**src/rtl/tsiu_pkg.sv**
```systemverilog
/*
  Package of the twelve-source interrupt unit: register indices, field
  positions, reset values, vector table and service order.
  Assumes a word-addressed Avalon-MM slave whose address is the register index.
*/
package tsiu_pkg;

  // ------------------------------------------------------------------------
  // Register indices (word addresses on the bus)
  // ------------------------------------------------------------------------
  localparam logic [7:0] IDX_POWER_CONTROL  = 8'h87;
  localparam logic [7:0] IDX_SOURCE_ENABLES = 8'ha8;
  localparam logic [7:0] IDX_PRIO_LOW       = 8'hb8;
  localparam logic [7:0] IDX_PORT_FLAGS     = 8'hc0;
  localparam logic [7:0] IDX_EVENT_STATUS   = 8'hd0;
  localparam logic [7:0] IDX_EVENT_MASK     = 8'hd1;
  localparam logic [7:0] IDX_PORT_ENABLES   = 8'he8;
  localparam logic [7:0] IDX_PORT_POLARITY  = 8'he9;
  localparam logic [7:0] IDX_PRIO_HIGH      = 8'hf8;

  // ------------------------------------------------------------------------
  // Field positions
  // ------------------------------------------------------------------------
  localparam int BIT_EXT_ZERO    = 0;   // Shared by enable and low priority
  localparam int BIT_TIMER_ZERO  = 1;
  localparam int BIT_EXT_ONE     = 2;
  localparam int BIT_TIMER_ONE   = 3;
  localparam int BIT_GLOBAL_EN   = 7;
  localparam int BIT_IDLE_REQ    = 0;   // Power control register
  localparam int BIT_PDOWN_REQ   = 1;
  localparam int BIT_EV_ACCEPT   = 0;   // Event status and mask
  localparam int BIT_EV_WAKE     = 1;
  localparam int BIT_EV_IDLE_END = 2;

  // ------------------------------------------------------------------------
  // Reset values
  // ------------------------------------------------------------------------
  localparam logic [7:0] RST_REG8 = 8'h00;

  // ------------------------------------------------------------------------
  // Sources in service order, index 0 served first
  // ------------------------------------------------------------------------
  localparam int NUM_SRC = 12;
  localparam logic [15:0] VEC_TABLE [NUM_SRC] = '{
    16'h0003, 16'h0053, 16'h000b, 16'h005b, 16'h0013, 16'h003b,
    16'h0063, 16'h001b, 16'h0043, 16'h006b, 16'h004b, 16'h0073};

  // Handshake toward the core
  typedef struct packed {
    logic        valid;
    logic        high_level;
    logic [15:0] vector;
  } tsiu_core_req_s;

endpackage : tsiu_pkg

```
**src/rtl/tsiu_sync.sv**
```systemverilog
/*
  Two flip-flop synchroniser, any width.
  Assumes inputs come from outside the mclk_i domain, one bit independent of the next.
*/
`timescale 1ns/100ps
`default_nettype none

module tsiu_sync #(
  parameter int WIDTH = 8
) (
  // Clock and reset
  input  wire logic             mclk_i,
  input  wire logic             srst_i,
  // Data
  input  wire logic [WIDTH-1:0] async_i,
  output logic      [WIDTH-1:0] sync_o
);

  logic [WIDTH-1:0] meta_r;
  logic [WIDTH-1:0] sync_r;

  // First stage feeds only the second
  always_ff @(posedge mclk_i)
  begin
    if (srst_i)
    begin
      meta_r <= '0;
      sync_r <= '0;
    end
    else
    begin
      meta_r <= async_i;
      sync_r <= meta_r;
    end
  end

  assign sync_o = sync_r;

endmodule : tsiu_sync

`default_nettype wire

```
**src/rtl/tsiu_top.sv**
```systemverilog
/*
  Twelve-source two-level interrupt unit with Avalon-MM register slave.
  Assumes the core pulses core_ack_i when it takes the offered vector and
  ret_i when a service routine returns; legacy flags arrive on mclk_i.
*/
// What this block does
// - Twelve sources, each with its own fixed vector, 0003H through 0073H.
// - Each source requests only while its own enable bit is one.
// - Global enable gates every source; cleared means nothing is serviced.
// - Port enable register bits 7..0 enable port interrupts nine down to two.
// - One priority bit per source; one puts it on the high level.
// - High priority register bits 7..0 hold ports nine down to two.
// - Port interrupts two to nine are level detected.
// - Polarity bit zero means active low, one means active high.
// - Port flags set by hardware, cleared only by a software write.
// - A flag still set after return raises the same interrupt again.
// - Port flag register bits 7..0 hold ports nine down to two.
// - Same-level ties follow the fixed twelve-entry service order.
// - In power-down an enabled port request wakes the device.
// - Interrupt logic stays clocked in idle; a serviced interrupt ends idle.
// - Enable, priority, polarity and flag registers reset to zero.
`timescale 1ns/100ps
`default_nettype none

module tsiu_top (
  // Clock and reset
  input  wire logic                    mclk_i,
  input  wire logic                    srst_i,
  // Avalon-MM slave
  input  wire logic [7:0]              avs_address_i,
  input  wire logic                    avs_read_i,
  input  wire logic                    avs_write_i,
  input  wire logic [31:0]             avs_writedata_i,
  output logic      [31:0]             avs_readdata_o,
  output logic                         avs_waitrequest_o,
  // Interrupt sources
  input  wire logic                    ext_zero_pending_i,
  input  wire logic                    ext_request_one_i,
  input  wire logic                    timer_zero_overflow_i,
  input  wire logic                    timer_one_overflow_i,
  input  wire logic [7:0]              port_pin_i,
  // Core handshake
  output tsiu_pkg::tsiu_core_req_s     core_req_o,
  input  wire logic                    core_ack_i,
  input  wire logic                    ret_i,
  // Power and system interrupt
  output logic                         idle_o,
  output logic                         powerdown_o,
  output logic                         wake_o,
  output logic                         irq_o
);

  import tsiu_pkg::*;

  // --------------------------------------------------------------------------
  // Registers
  // --------------------------------------------------------------------------
  logic [7:0]     src_en_r;
  logic [7:0]     port_en_r;
  logic [7:0]     prio_lo_r;
  logic [7:0]     prio_hi_r;
  logic [7:0]     polarity_r;
  logic [7:0]     flags_r;
  logic [7:0]     flags_nxt;
  logic [1:0]     power_r;
  logic [1:0]     power_nxt;
  logic [2:0]     ev_stat_r;
  logic [2:0]     ev_stat_nxt;
  logic [2:0]     ev_mask_r;
  logic           bus_ack_r;
  logic [31:0]    rdata_r;
  logic           svc_low_r;
  logic           svc_high_r;
  tsiu_core_req_s req_r;
  tsiu_core_req_s req_nxt;

  // --------------------------------------------------------------------------
  // Bus decode
  // --------------------------------------------------------------------------
  // One wait state: read data are captured on the same edge at which waitrequest drops
  wire        bus_req   = avs_read_i | avs_write_i;
  wire        wr_en     = avs_write_i & bus_ack_r;
  wire [7:0]  wdata     = avs_writedata_i[7:0];
  wire        wr_src    = wr_en & (avs_address_i == IDX_SOURCE_ENABLES);
  wire        wr_port   = wr_en & (avs_address_i == IDX_PORT_ENABLES);
  wire        wr_plo    = wr_en & (avs_address_i == IDX_PRIO_LOW);
  wire        wr_phi    = wr_en & (avs_address_i == IDX_PRIO_HIGH);
  wire        wr_pol    = wr_en & (avs_address_i == IDX_PORT_POLARITY);
  wire        wr_flag   = wr_en & (avs_address_i == IDX_PORT_FLAGS);
  wire        wr_pwr    = wr_en & (avs_address_i == IDX_POWER_CONTROL);
  wire        wr_evs    = wr_en & (avs_address_i == IDX_EVENT_STATUS);
  wire        wr_evm    = wr_en & (avs_address_i == IDX_EVENT_MASK);

  assign avs_waitrequest_o = bus_req & ~bus_ack_r;
  assign avs_readdata_o    = rdata_r;

  // Read multiplexer; unmapped indices read as zero
  logic [7:0] rd_sel;
  always_comb
  begin
    case (avs_address_i)
      IDX_SOURCE_ENABLES: rd_sel = src_en_r;
      IDX_PORT_ENABLES:   rd_sel = port_en_r;
      IDX_PRIO_LOW:       rd_sel = prio_lo_r;
      IDX_PRIO_HIGH:      rd_sel = prio_hi_r;
      IDX_PORT_POLARITY:  rd_sel = polarity_r;
      IDX_PORT_FLAGS:     rd_sel = flags_r;
      IDX_POWER_CONTROL:  rd_sel = {6'h00, power_r};
      IDX_EVENT_STATUS:   rd_sel = {5'h00, ev_stat_r};
      IDX_EVENT_MASK:     rd_sel = {5'h00, ev_mask_r};
      default:            rd_sel = 8'h00;
    endcase
  end

  // Bus handshake state
  always_ff @(posedge mclk_i)
  begin
    if (srst_i)
    begin
      bus_ack_r <= 1'b0;
      rdata_r   <= 32'h0000_0000;
    end
    else
    begin
      bus_ack_r <= bus_req & ~bus_ack_r;
      rdata_r   <= {24'h00_0000, rd_sel};
    end
  end

  // --------------------------------------------------------------------------
  // Port inputs: synchronise, then apply polarity
  // --------------------------------------------------------------------------
  logic [7:0] pin_sync;
  logic [1:0] sync_fill_r;

  tsiu_sync #(
    .WIDTH  (8)
  ) u_pin_sync (
    .mclk_i (mclk_i),
    .srst_i (srst_i),
    .async_i(port_pin_i),
    .sync_o (pin_sync)
  );

  // Synchroniser holds reset zeros for two edges; with active-low polarity
  // those would read as live requests and set every flag straight after reset
  always_ff @(posedge mclk_i)
  begin
    if (srst_i)
      sync_fill_r <= 2'h0;
    else
      sync_fill_r <= {sync_fill_r[0], 1'b1};
  end

  wire       sync_live   = sync_fill_r[1];

  // Active when the pin equals its polarity bit; no edge is needed
  wire [7:0] port_active = ~(pin_sync ^ polarity_r) & {8{sync_live}};

  // Flags: software write stores, a live request always wins over the clear
  assign flags_nxt = (wr_flag ? wdata : flags_r) | port_active;

  // --------------------------------------------------------------------------
  // Source gathering in service order
  // --------------------------------------------------------------------------
  // Port bit k-2 is port k; order ext0,p5,t0,p6,ext1,p2,p7,t1,p3,p8,p4,p9
  wire [NUM_SRC-1:0] src_req = {flags_r[7], flags_r[2], flags_r[6], flags_r[1],
                                timer_one_overflow_i, flags_r[5], flags_r[0], ext_request_one_i,
                                flags_r[4], timer_zero_overflow_i, flags_r[3],
                                ext_zero_pending_i};
  wire [NUM_SRC-1:0] src_en  = {port_en_r[7], port_en_r[2], port_en_r[6], port_en_r[1],
                                src_en_r[BIT_TIMER_ONE], port_en_r[5], port_en_r[0],
                                src_en_r[BIT_EXT_ONE], port_en_r[4], src_en_r[BIT_TIMER_ZERO],
                                port_en_r[3], src_en_r[BIT_EXT_ZERO]};
  wire [NUM_SRC-1:0] src_hi  = {prio_hi_r[7], prio_hi_r[2], prio_hi_r[6], prio_hi_r[1],
                                prio_lo_r[BIT_TIMER_ONE], prio_hi_r[5], prio_hi_r[0],
                                prio_lo_r[BIT_EXT_ONE], prio_hi_r[4], prio_lo_r[BIT_TIMER_ZERO],
                                prio_hi_r[3], prio_lo_r[BIT_EXT_ZERO]};

  // Eligible only with own enable and the global enable
  wire [NUM_SRC-1:0] elig    = src_req & src_en & {NUM_SRC{src_en_r[BIT_GLOBAL_EN]}};
  wire [NUM_SRC-1:0] elig_hi = elig & src_hi;
  wire [NUM_SRC-1:0] elig_lo = elig & ~src_hi;

  // High may interrupt low service; low only when nothing is in service
  wire take_hi  = (|elig_hi) & ~svc_high_r;
  wire take_lo  = (|elig_lo) & ~svc_high_r & ~svc_low_r;
  wire [NUM_SRC-1:0] pick_set = take_hi ? elig_hi : elig_lo;

  // Lowest index wins among the chosen level
  logic [15:0] pick_vec;
  always_comb
  begin
    pick_vec = VEC_TABLE[0];
    for (int i = NUM_SRC - 1; i >= 0; i--)
    begin
      if (pick_set[i])
      begin
        pick_vec = VEC_TABLE[i];
      end
    end
  end

  // Request drops in the acknowledge cycle so it is never offered twice
  always_comb
  begin
    req_nxt.valid      = (take_hi | take_lo) & ~(req_r.valid & core_ack_i);
    req_nxt.high_level = take_hi;
    req_nxt.vector     = pick_vec;
  end

  assign core_req_o = req_r;
  wire   accept     = req_r.valid & core_ack_i;

  // --------------------------------------------------------------------------
  // In-service levels; a return with the flag still set re-requests
  // --------------------------------------------------------------------------
  always_ff @(posedge mclk_i)
  begin
    if (srst_i)
    begin
      svc_low_r  <= 1'b0;
      svc_high_r <= 1'b0;
      req_r      <= '0;
    end
    else
    begin
      req_r <= req_nxt;
      if (accept && req_r.high_level)
        svc_high_r <= 1'b1;
      else if (ret_i && svc_high_r)
        svc_high_r <= 1'b0;
      if (accept && !req_r.high_level)
        svc_low_r <= 1'b1;
      else if (ret_i && !svc_high_r)
        svc_low_r <= 1'b0;
    end
  end

  // --------------------------------------------------------------------------
  // Power modes and events
  // --------------------------------------------------------------------------
  // Wake from power-down needs only the port enable: the core is asleep
  wire pd_wake  = power_r[BIT_PDOWN_REQ] & |(port_active & port_en_r);
  wire idle_end = power_r[BIT_IDLE_REQ] & accept;

  always_comb
  begin
    power_nxt = wr_pwr ? wdata[1:0] : power_r;
    if (idle_end)
      power_nxt[BIT_IDLE_REQ] = 1'b0;
    if (pd_wake)
      power_nxt[BIT_PDOWN_REQ] = 1'b0;
  end

  // Sticky events: set wins over a write-one clear
  always_comb
  begin
    ev_stat_nxt = ev_stat_r & ~(wr_evs ? wdata[2:0] : 3'h0);
    ev_stat_nxt[BIT_EV_ACCEPT]   = ev_stat_nxt[BIT_EV_ACCEPT] | accept;
    ev_stat_nxt[BIT_EV_WAKE]     = ev_stat_nxt[BIT_EV_WAKE] | pd_wake;
    ev_stat_nxt[BIT_EV_IDLE_END] = ev_stat_nxt[BIT_EV_IDLE_END] | idle_end;
  end

  // Software register file
  always_ff @(posedge mclk_i)
  begin
    if (srst_i)
    begin
      src_en_r   <= RST_REG8;
      port_en_r  <= RST_REG8;
      prio_lo_r  <= RST_REG8;
      prio_hi_r  <= RST_REG8;
      polarity_r <= RST_REG8;
      flags_r    <= RST_REG8;
      power_r    <= 2'h0;
      ev_stat_r  <= 3'h0;
      ev_mask_r  <= 3'h0;
    end
    else
    begin
      if (wr_src)
        src_en_r <= wdata & 8'h8f;
      if (wr_port)
        port_en_r <= wdata;
      if (wr_plo)
        prio_lo_r <= wdata & 8'h0f;
      if (wr_phi)
        prio_hi_r <= wdata;
      if (wr_pol)
        polarity_r <= wdata;
      if (wr_evm)
        ev_mask_r <= wdata[2:0];
      flags_r   <= flags_nxt;
      power_r   <= power_nxt;
      ev_stat_r <= ev_stat_nxt;
    end
  end

  assign idle_o      = power_r[BIT_IDLE_REQ];
  assign powerdown_o = power_r[BIT_PDOWN_REQ];
  assign wake_o      = pd_wake;
  assign irq_o       = |(ev_stat_r & ev_mask_r);
endmodule : tsiu_top

`default_nettype wire

```
**config.mk**
```make
export PLATFORM = sky130hd
export DESIGN_NAME = tsiu_top
export DESIGN_NICKNAME = d
export VERILOG_FILES = /design/src/rtl/tsiu_pkg.sv /design/src/rtl/tsiu_sync.sv /design/src/rtl/tsiu_top.sv
export SDC_FILE = /design/constraint.sdc
export NUM_CORES = 1
export LEC_CHECK = 0
export BUFFER_PORTS_ARGS = -buffer_cell sky130_fd_sc_hd__buf_2
export CAP_MARGIN = 40
export CORE_ASPECT_RATIO = 1.2
export CORE_MARGIN = 2
export CORE_UTILIZATION = 28
export CTS_BUF_LIST = sky130_fd_sc_hd__clkbuf_16
export DETAILED_ROUTE_END_ITERATION = 10
export HOLD_SLACK_MARGIN = 0.06
export SETUP_SLACK_MARGIN = 0.4
export SLEW_MARGIN = 20
export SYNTH_ARGS = -nofsm -noshare
export SYNTH_HDL_FRONTEND = slang
export SYNTH_HIERARCHICAL = 1
export SYNTH_SLANG_ARGS = --single-unit
```
**constraint.sdc**
```tcl
create_clock -name mclk_i -period 2.6 [get_ports mclk_i]
set_input_delay 0.26 -clock mclk_i [delete_from_list [all_inputs] [get_ports mclk_i]]
set_output_delay 0.26 -clock mclk_i [all_outputs]
set_load 0.02 [all_outputs]
```
==> flow_summary.yaml, run 1 <==
placement:
  post_dp_cell_area_sq_um: 4920
  port_buffers: 54
  place.gp.congestion: 0.938
  place_inst: 764
  hpwl_mm: 8.87
critical_path:
  path_max_fanout: 8
  rr_startpoint: "src_en_r[7]"
  endpoint_kind: "flop"
  required_ps: 2840
  setup.worst_path.start: "src_en_r[7]"
  rr_endpoint: "core_req_o[6]"
  startpoint_type: "flop"
  regToRegSetupSlack_ps: 370
  criticalPathCategory: "reg2reg"
  r2r_cells: 7
  cp_data_arrival_time_ps: 2470
timing:
  layout_min_cycle_time_ps: 2230
  worst_slew_pin_slew_ps: 766
  max_freq_mhz: 449
  whs_ps: 117
  rsz0062_at_grt: "yes"
  drv_slew: 0
  hold_viol: 0
  slew_headroom_pct: 48.9
  tns_ps: 0
  min_period_over_period_pct: 85.6
  skew_ps: 8.44
  setup_violations: 0
route:
  dr.pass1.iters: 5
  viasPerCell: 4.93
  wl_mm: 12.1
  vias: 3925
  antenna_left: 0
  drtIter0Drc: 218
  wire_per_inst_um: 15.3
  drc: 0
min_path:
  worstHoldPathCells: 2
  hold_end: "u_pin_sync/meta_r[3]"
  worstHoldStart: "port_pin_i[3]"
  hold_class: "in2reg"
cells_and_area:
  multiInputGateArea_sq_um: 2520
  fin_area_sq_um: 5370
  area_delta_synth_final_pct: 19.3
  num-fill-cells: 1673
  layout.nets: 642
  final_util_pct: 34.3
  antenna_cells: 0
  final_layout_size_suffix_gt1_share_pct: 25.5
  regArea_sq_um: 1710
  layout.cells.non_filler: 796
power:
  pwr-share-seq_pct: 49.4
  cellPowerDensity_nw_per_um2: 507
  p_leak_nw: 2.25
  ir_worst_vdd_uv: 373
  cell_internal_pwr_mw: 2.03
  switchingPower_uw: 691
  power_frac_clock_pct: 44.1
  p_sw_share_pct: 25.4
  pwr-share-comb_pct: 6.6
run_status:
  status: "completed"
cts:
  clkSinkCount: 85
  cts_buffer_depth: 2
  worstSkewPairLatency_ps: 350
  cts_inserted_buffers: 9
  clkTransAtPathRegs_ps: 70
  cts_tree: "done"
  htreeDepth: 3
  cts_root_buffer: "clkbuf_16"
logic_synthesis:
  syn_avg_cell_area_sq_um: 8.85
  synth_cells: 508
  synthArstFlopShare_pct: 0
  synthFlopType: "dfxtp_1"
  synth_edf_count: 0
  seq_area_frac_synth_pct: 37.8
  ys_seq_elements: 85
  syn_area_sq_um: 4500
  ys.warnings.count: 6
  ys_types: 58
global_routing:
  grt_usage_pct: 14.4
  grt_antenna_before_repair: 0
  overflow: 0
  grt_pass1_wl_mm: 19.2
  grt_pass1_vias: 3662
  grt_max_degree: 71
floorplan:
  die_h_um: 143
  rows: 50
  start_util_pct: 28.8
  die_x_um: 120
  die_area_sq_um: 17100
  boundaryPins: 113
  core_sq_um: 15600
run:
  maxCapViolCount: 0
[per-layer routing]
| metal | share of wire [%] | GRT usage, % | up-vias |
|---|---|---|---|
| li1 | - | - | 1910 |
| met1 | 43 | 17.5 | 1830 |
| met2 | 48 | 23.9 | 148 |
| met3 | 4.9 | 2.08 | 37 |
| met4 | 3.9 | 9.04 | 0 |
| met5 | 0 | 0 | - |
[per-stage QoR]
| stage | power (mW) | worst slack (ps) |
|---|---|---|
| 2_1_floorplan | 1.54 | 442 |
| 3_3_place_gp | 1.55 | 253 |
| 3_5_place_dp | 1.55 | 232 |
| 4_1_cts | 2.76 | 389 |
| 5_1_grt | 2.83 | 293 |
| 6_report | 2.72 | 375 |
[flip-flops by register name, summed over array words and instances, names as in the netlist]
signal and flops:
avs_readdata_o 8, bus_ack_r 1, core_req_o 7, ev_mask_r 3, ev_stat_r 3, flags_r 8, polarity_r 8, port_en_r 8
power_r 2, prio_hi_r 8, prio_lo_r 4, src_en_r 5, svc_high_r 1, svc_low_r 1, sync_fill_r 2, u_pin_sync/meta_r 8
u_pin_sync/sync_o 8
[power groups by stage]
stage | Clock (mW) | Combinational (mW) | Sequential, mW
after floorplan | 0 | 0.167 | 1.37
after global placement | 0 | 0.177 | 1.37
after detailed placement | 0 | 0.178 | 1.37
after CTS | 1.23 | 0.178 | 1.35
after global routing | 1.29 | 0.195 | 1.35
final | 1.20 | 0.179 | 1.34
[final cells by class]
class / count / area share (%)
multi-input combinational: 388 / 47.1
sequential: 85 / 31.8
timing repair buffer: 94 / 10.8
tap: 208 / 4.85
clock buffer: 9 / 4.20
clock inverter: 6 / 0.886
inverter: 6 / 0.420
[logic make-up after synthesis]
family	Yosys count	share of synthesized area [%]
AO/OA/AOI/OAI	77	11.9
AND/OR/NAND/NOR	211	26.0
flip-flops	85	37.8
other	1	0.0834
buffers and inverters	68	9.60
XOR/XNOR	9	1.75
multiplexers	57	12.9
[worst max-delay path, cell delays in order (launching register included)]
cell	delay [ps]
dfxtp_4	370
buf_8	140
nand4_1	170
and4_4	270
and4_4	160
or3_4	380
or4_1	410
o221a_1	220
[what timing repair did]
action                                 in CTS  in global routing
setup endpoints to repair                   2                  4
pin swaps                                   3                  4
hold buffers                                0                  0
gates resized for setup                     5                 12
cloned                                      1                  0
buffers inserted                           15                  1
endpoints found under the hold margin       0                  0
[cell usage in the layout (no fill, tap or decap), types with 8 or more instances in the layout]
cell       netlist  final
nand3_1         22     22
nand4_1         17     17
conb_1           1     34
buf_2            3     55
a22oi_1          9      8
buf_4           35     37
nor2_1          67     67
xnor2_1          9      9
nor3_1          10      9
a21oi_1         22     22
dfxtp_1         85     83
nand2_1         32     32
mux2i_1         51     51
clkbuf_16        0      9
[synth_stat cells, drive strengths merged, types with 3 or more instances]
| cell type | n | area [sq um] |
|---|---|---|
| and2 | 5 | 31.3 |
| dfxtp | 85 | 1700 |
| o21ai | 8 | 40.0 |
| xnor2 | 9 | 78.8 |
| a221oi | 3 | 26.3 |
| a31oi | 5 | 31.3 |
| a211oi | 6 | 45.0 |
| and4 | 6 | 60.1 |
| nor3b | 6 | 50.1 |
| inv | 6 | 22.5 |
| nand2b | 6 | 37.5 |
| a22oi | 9 | 67.6 |
| nand2 | 32 | 120 |
| nor2 | 67 | 251 |
| and2b | 6 | 52.6 |
| clkbuf | 17 | 63.8 |
| o31ai | 4 | 30.0 |
| mux2 | 6 | 67.6 |
| buf | 45 | 345 |
| nand3 | 22 | 110 |
| nand4 | 20 | 153 |
| nor2b | 12 | 92.6 |
| and3 | 5 | 31.3 |
| a21oi | 22 | 110 |
| nor4 | 6 | 52.6 |
| a311oi | 3 | 26.3 |
| o211ai | 3 | 22.5 |
| mux2i | 51 | 510 |
| nor3 | 10 | 50.1 |
[worst max-delay path by stage]
stage	to	slack, ps	cells past startpoint
finish	core_req_o[6]	370	7
global route	core_req_o[6]	290	6
CTS	core_req_o[6]	390	7
detailed placement	core_req_o[6]	230	7
global placement	core_req_o[6]	250	7
floorplan	core_req_o[6]	440	9
No activity file was read; power rests on OpenSTA's default activity.
==> run 2, diff against run 1 <==
Settings changed: RECOVER_POWER set to 50, SYNTH_HIERARCHICAL 1 to not set.
==> run 2 against run 1 <==
Critical path type unchanged. Sequential share of layout area up 0.68 points. Synthesized cell count down 2.4%. Cell count down 2.8%. Highest routed layer unchanged. Flip-flop and latch count unchanged. Largest power group unchanged. Via count down 0.87%. Largest cell class unchanged.
==> flow_summary.yaml, run 2 <==
logic_synthesis:
  synth_top_area_cell: "dfxtp_1"
  synthFlopType: "dfxtp_1"
  synth_area_leaders: "dfxtp_1 (39%), mux2i_1 (11%), buf_4 (6.3%)"
  synth.most_common_cell: "dfxtp_1"
  syn_area_sq_um: 4420
  syn_avg_cell_area_sq_um: 8.91
  seq_area_frac_synth_pct: 38.5
  synthArstFlopShare_pct: 0
  synth_edf_count: 0
  synth_common_cells: "dfxtp_1 (85), nor2_1 (54), mux2i_1 (47), buf_4 (37), a21oi_1 (27)"
  synth_top_area_share_pct: 38.5
  ys_seq_elements: 85
  synth_cells: 496
  ys_types: 66
  ys.warnings.count: 0
critical_path:
  cp_data_arrival_time_ps: 2470
  path_max_fanout: 6
  startpoint_type: "flop"
  endpoint_kind: "flop"
  regToRegSetupSlack_ps: 390
  criticalPathCategory: "reg2reg"
  cpPeakStageDelay_ps: 400
  crit_slowest_cell: "dfxtp_4"
  path_buf_inv: 1
  required_ps: 2860
  cp_cell_sequence: "clkbuf_16 > nand3_1 > o21a_1 > and2_2 > a21o_4 > o21ai_0 > nand2_1 > a211oi_2"
  crit_family: "compound AO/OA/AOI/OAI gates"
timing:
  setup_violations: 0
  hold_viol: 0
  max_freq_mhz: 453
  whs_ps: 130
  drv_slew: 0
  layout_min_cycle_time_ps: 2210
  min_period_over_period_pct: 84.9
  skew_ps: 10.2
  rsz0062_at_grt: "yes"
  tns_ps: 0
  slew_headroom_pct: 7.00
  worst_slew_pin_slew_ps: 1390
global_routing:
  grt_max_degree: 72
  grt_pass1_wl_mm: 19.4
  grt_antenna_before_repair: 0
  met2_usage_pct: 26.1
  grt_most_used_layer: "met2"
  grt_use_met1_pct: 17.3
  grt_usage_pct: 14.9
  use_met3_pct: 2.97
  overflow: 0
  grt_pass1_vias: 3552
floorplan:
  die_x_um: 119
  core_sq_um: 15500
  start_util_pct: 28.5
  die_h_um: 142
  rows: 50
  die_area_sq_um: 16800
  boundaryPins: 113
cts:
  htreeDepth: 3
  cts_hold_buf: 0
  clkTransAtPathRegs_ps: 60
  cts_buffer_depth: 2
  cts_root_buffer: "clkbuf_16"
  worstSkewPairLatency_ps: 340
  cts_inserted_buffers: 9
  cts_tree: "done"
  clkSinkCount: 85
placement:
  port_buffers: 54
  place.gp.congestion: 0.870
  hpwl_mm: 9.57
route:
  vias: 3891
  dr.pass1.iters: 7
  drc: 0
  viasPerCell: 5.03
  drtIter0Drc: 275
  wire_per_inst_um: 16.6
  wl_mm: 12.9
  antenna_left: 0
power:
  pwr-share-comb_pct: 6.1
  power_frac_clock_pct: 44.2
  ir_worst_vdd_uv: 278
  cell_internal_pwr_mw: 2.02
  cellPowerDensity_nw_per_um2: 516
  p_leak_nw: 2.11
  p_sw_share_pct: 25.3
  switchingPower_uw: 685
  pwr-share-seq_pct: 49.7
run_status:
  status: "completed"
cells_and_area:
  final_common_cell: "dfxtp_1"
  num-fill-cells: 1664
  layout.nets: 619
  layout_common_cells: "dfxtp_1 (84), nor2_1 (54), mux2i_1 (46), buf_2 (35), conb_1 (34)"
  final_layout_size_suffix_gt1_share_pct: 19.4
  antenna_cells: 0
  area_delta_synth_final_pct: 18.8
run:
  maxCapViolCount: 0
min_path:
  hold_class: "in2reg"
run 2: changes by cell type after synthesis, moves of 7 or more:
cell / delta
nand2_1: -9
nor2b_2: -7
nand4_1: -11
nor3_1: -7
nor2_1: -13
nor2b_1: +12
run 2: cell type report:
| cell class | count | area (sq um) | share of cell area [%] |
|---|---|---|---|
| clock buffers | 9 | 225 | 4.29 |
| repair buffers | 87 | 532 | 10.1 |
| inverters | 7 | 26.3 | 0.500 |
| clock inverters | 7 | 48.8 | 0.929 |
| well taps | 208 | 260 | 4.96 |
| multi-input cells | 371 | 2450 | 46.7 |
| flip-flops and latches | 85 | 1710 | 32.5 |
run 2: worst reg2reg max path, stage by stage (launching register included):
cell       delay [ps]
dfxtp_4           400
clkbuf_16         160
nand3_1           100
o21a_1            220
and2_2            250
a21o_4            270
o21ai_0           360
nand2_1           150
a211oi_2          230
run 2: per-layer routing:
layer	part of all wire (%)	up-vias
met1	41	1864
met5	0	-
met2	50	143
met4	3.2	0
li1	-	1852
met3	5.4	32
run 2: path summary, 6_finish.rpt:
| path | depth (start not counted) | endpoint | start |
|---|---|---|---|
| min reg2reg | 1 | u_pin_sync.sync_o[3] | u_pin_sync.meta_r[3] |
| min | 2 | u_pin_sync.meta_r[7] | port_pin_i[7] |
| max reg2reg | 8 | core_req_o[5] | src_en_r[7] |
| max | 8 | core_req_o[5] | src_en_r[7] |
run 2: metrics by stage:
step / power [mW] / worst slack [ps] / instance area [sq um] / std cells / util [%]
2_1_floorplan: 1.52 / 675 / 4540 / 529 / -
3_3_place_gp: 1.54 / 305 / 4860 / 752 / 31.3
3_5_place_dp: 1.54 / 272 / 4860 / 752 / 31.3
4_1_cts: 2.74 / 402 / 5160 / 769 / 33.3
5_1_grt: 2.82 / 321 / 5250 / 774 / 33.8
6_report: 2.71 / 393 / 5250 / 774 / 33.8
run 2: logic make-up after synthesis:
kind of cell    share of synthesized area [%]
other cells                            0.0849
simple gates                             21.3
mux                                      10.9
flops                                    38.5
buf+inv                                  10.2
compound gates                           16.5
xor+xnor                                 2.58
run 2: power groups by stage:
stage	logic [mW]	clock network [mW]	registers (mW)
CTS	0.165	1.23	1.35
finish	0.165	1.20	1.35
floorplan	0.157	0	1.37
global placement	0.164	0	1.38
global route	0.180	1.29	1.35
detailed placement	0.166	0	1.38
run 2: what timing repair did:
action,4_1_cts,5_1_grt
setup endpoints to repair,4,4
pin swaps,0,7
cloned,0,3
gates resized for setup,3,17
setup buffers,1,2
==> run 3, diff against run 2 <==
Clock period 2.6 ns to 2.1 ns, I/O delays scaled along.
==> run 3 against run 2 <==
The flow now finishes with violations (setup timing). Clock skew down 1.1 ps. Critical path type unchanged. Fmax grew 1.8%. Sequential share of layout area is 3.6 points lower. Critical path depth up 2. Count of clock-buffer cells in the layout stayed put. Clock power grew 40%. Highest routed layer unchanged.
==> flow_summary.yaml, run 3 (synthesized netlist as in run 2, its figures left out) <==
cts:
  cts_buffer_depth: 2
  cts_tree: "done"
  clkSinkCount: 85
  worstSkewPairLatency_ps: 340
  cts_hold_buf: 0
  cts_root_buffer: "clkbuf_16"
  htreeDepth: 3
  cts_inserted_buffers: 9
  clkTransAtPathRegs_ps: 60
cells_and_area:
  layout_common_cells: "dfxtp_1 (74), buf_4 (69), nor2_1 (54), mux2i_1 (47), conb_1 (34)"
  layout.cells.non_filler: 828
  final_layout_size_suffix_gt1_share_pct: 32.4
  final_common_cell: "dfxtp_1"
  num-fill-cells: 1595
  area_delta_synth_final_pct: 35.2
  antenna_cells: 0
  regArea_sq_um: 1720
  multiInputGateArea_sq_um: 2690
  layout.nets: 674
  final_util_pct: 38.5
timing:
  slew_headroom_pct: 3.55
  setup_ws_ps: -67.8
  min_period_over_period_pct: 103
  hold_viol: 0
  drv_slew: 0
  max_freq_mhz: 461
  tns_ps: -141
  skew_ps: 9.13
  setup_violations: 4
  worst_slew_pin_slew_ps: 1450
  rsz0062_at_grt: "yes"
  layout_min_cycle_time_ps: 2170
route:
  drc: 0
  wl_mm: 13.7
  dr.pass1.iters: 5
  viasPerCell: 4.95
  antenna_left: 0
  drtIter0Drc: 284
  vias: 4101
  wire_per_inst_um: 16.5
critical_path:
  rr_endpoint: "core_req_o[4]"
  required_ps: 2340
  r2r_cells: 10
  path_max_fanout: 6
  endpoint_kind: "flop"
  rr_startpoint: "src_en_r[7]"
  criticalPathCategory: "reg2reg"
  regToRegSetupSlack_ps: -70
  cp_data_arrival_time_ps: 2410
  startpoint_type: "flop"
  setup.worst_path.start: "src_en_r[7]"
power:
  power_mw: 3.57
  p_leak_nw: 2.48
  ir_worst_vdd_uv: 362
  cellPowerDensity_nw_per_um2: 598
floorplan:
  rows: 50
  core_sq_um: 15500
  die_h_um: 142
  boundaryPins: 113
  die_area_sq_um: 16800
  start_util_pct: 28.5
  die_x_um: 119
placement:
  place.gp.congestion: 0.902
  hpwl_mm: 10.1
  place_inst: 794
  port_buffers: 54
min_path:
  hold_class: "in2reg"
  hold_end: "u_pin_sync.meta_r[3]"
  worstHoldStart: "port_pin_i[3]"
  worstHoldPathCells: 2
global_routing:
  grt_usage_pct: 16.2
  grt_pass1_vias: 3963
  grt_pass1_wl_mm: 21.2
  grt_max_degree: 72
  overflow: 0
  grt_antenna_before_repair: 0
run:
  maxCapViolCount: 0
run_status:
  status: "complete, but fails checks"
  violations: "setup timing"
[run 3: final cells by class]
| class | count | area share (%) |
|---|---|---|
| inverters | 7 | 0.440 |
| clock buffers | 9 | 3.77 |
| multi-input cells | 371 | 45.0 |
| flip-flops and latches | 85 | 28.8 |
| repair buffers | 142 | 16.3 |
| clock inverters | 6 | 1.36 |
| well taps | 208 | 4.36 |
[run 3: worst max-delay path: stages (launching register included)]
cell      delay, ps
dfxtp_4         370
buf_6           130
and3_4          150
a22o_4          250
nor4_4          260
buf_4           170
buf_6           130
a211oi_4         80
o211ai_2        210
nand3b_1        110
o21ba_1         190
[run 3: metal layers]
layer | vias up | track usage (%) | part of all wire (%)
met2 | 157 | 28.3 | 51
li1 | 1954 | - | -
met3 | 33 | 3.42 | 5.6
met5 | - | 0 | 0
met1 | 1957 | 19.0 | 40
met4 | 0 | 7.33 | 3.4
[run 3: through the flow]
step	setup slack (ps)	hold WS, ps	cell area (sq um)
after detailed placement	-188	422	5240
after floorplan	263	328	4610
final	-67.8	74.1	5970
after CTS	-23.8	65.6	5880
after global placement	-154	418	5240
after global routing	-144	77.4	5970
[run 3: worst max-delay path by stage]
stage	to	slack, ps	depth (start not counted)
after floorplan	core_req_o[4]	260	9
after global placement	core_req_o[5]	-150	10
after detailed placement	core_req_o[5]	-190	10
after CTS	core_req_o[4]	-20	10
after global routing	core_req_o[4]	-140	10
final	core_req_o[4]	-70	10
[run 3: power by group]
group          internal [mW]  switching [mW]  leakage, nW
Clock                   1.03           0.650        0.158
Sequential              1.64          0.0208        0.697
Combinational         0.0728           0.165         1.62
[run 3: what timing repair did]
action                                  in CTS  in global routing
setup buffers                               16                  3
pin swaps                                   20                 13
endpoints found under the setup margin       7                  8
resized for setup                           49                 28
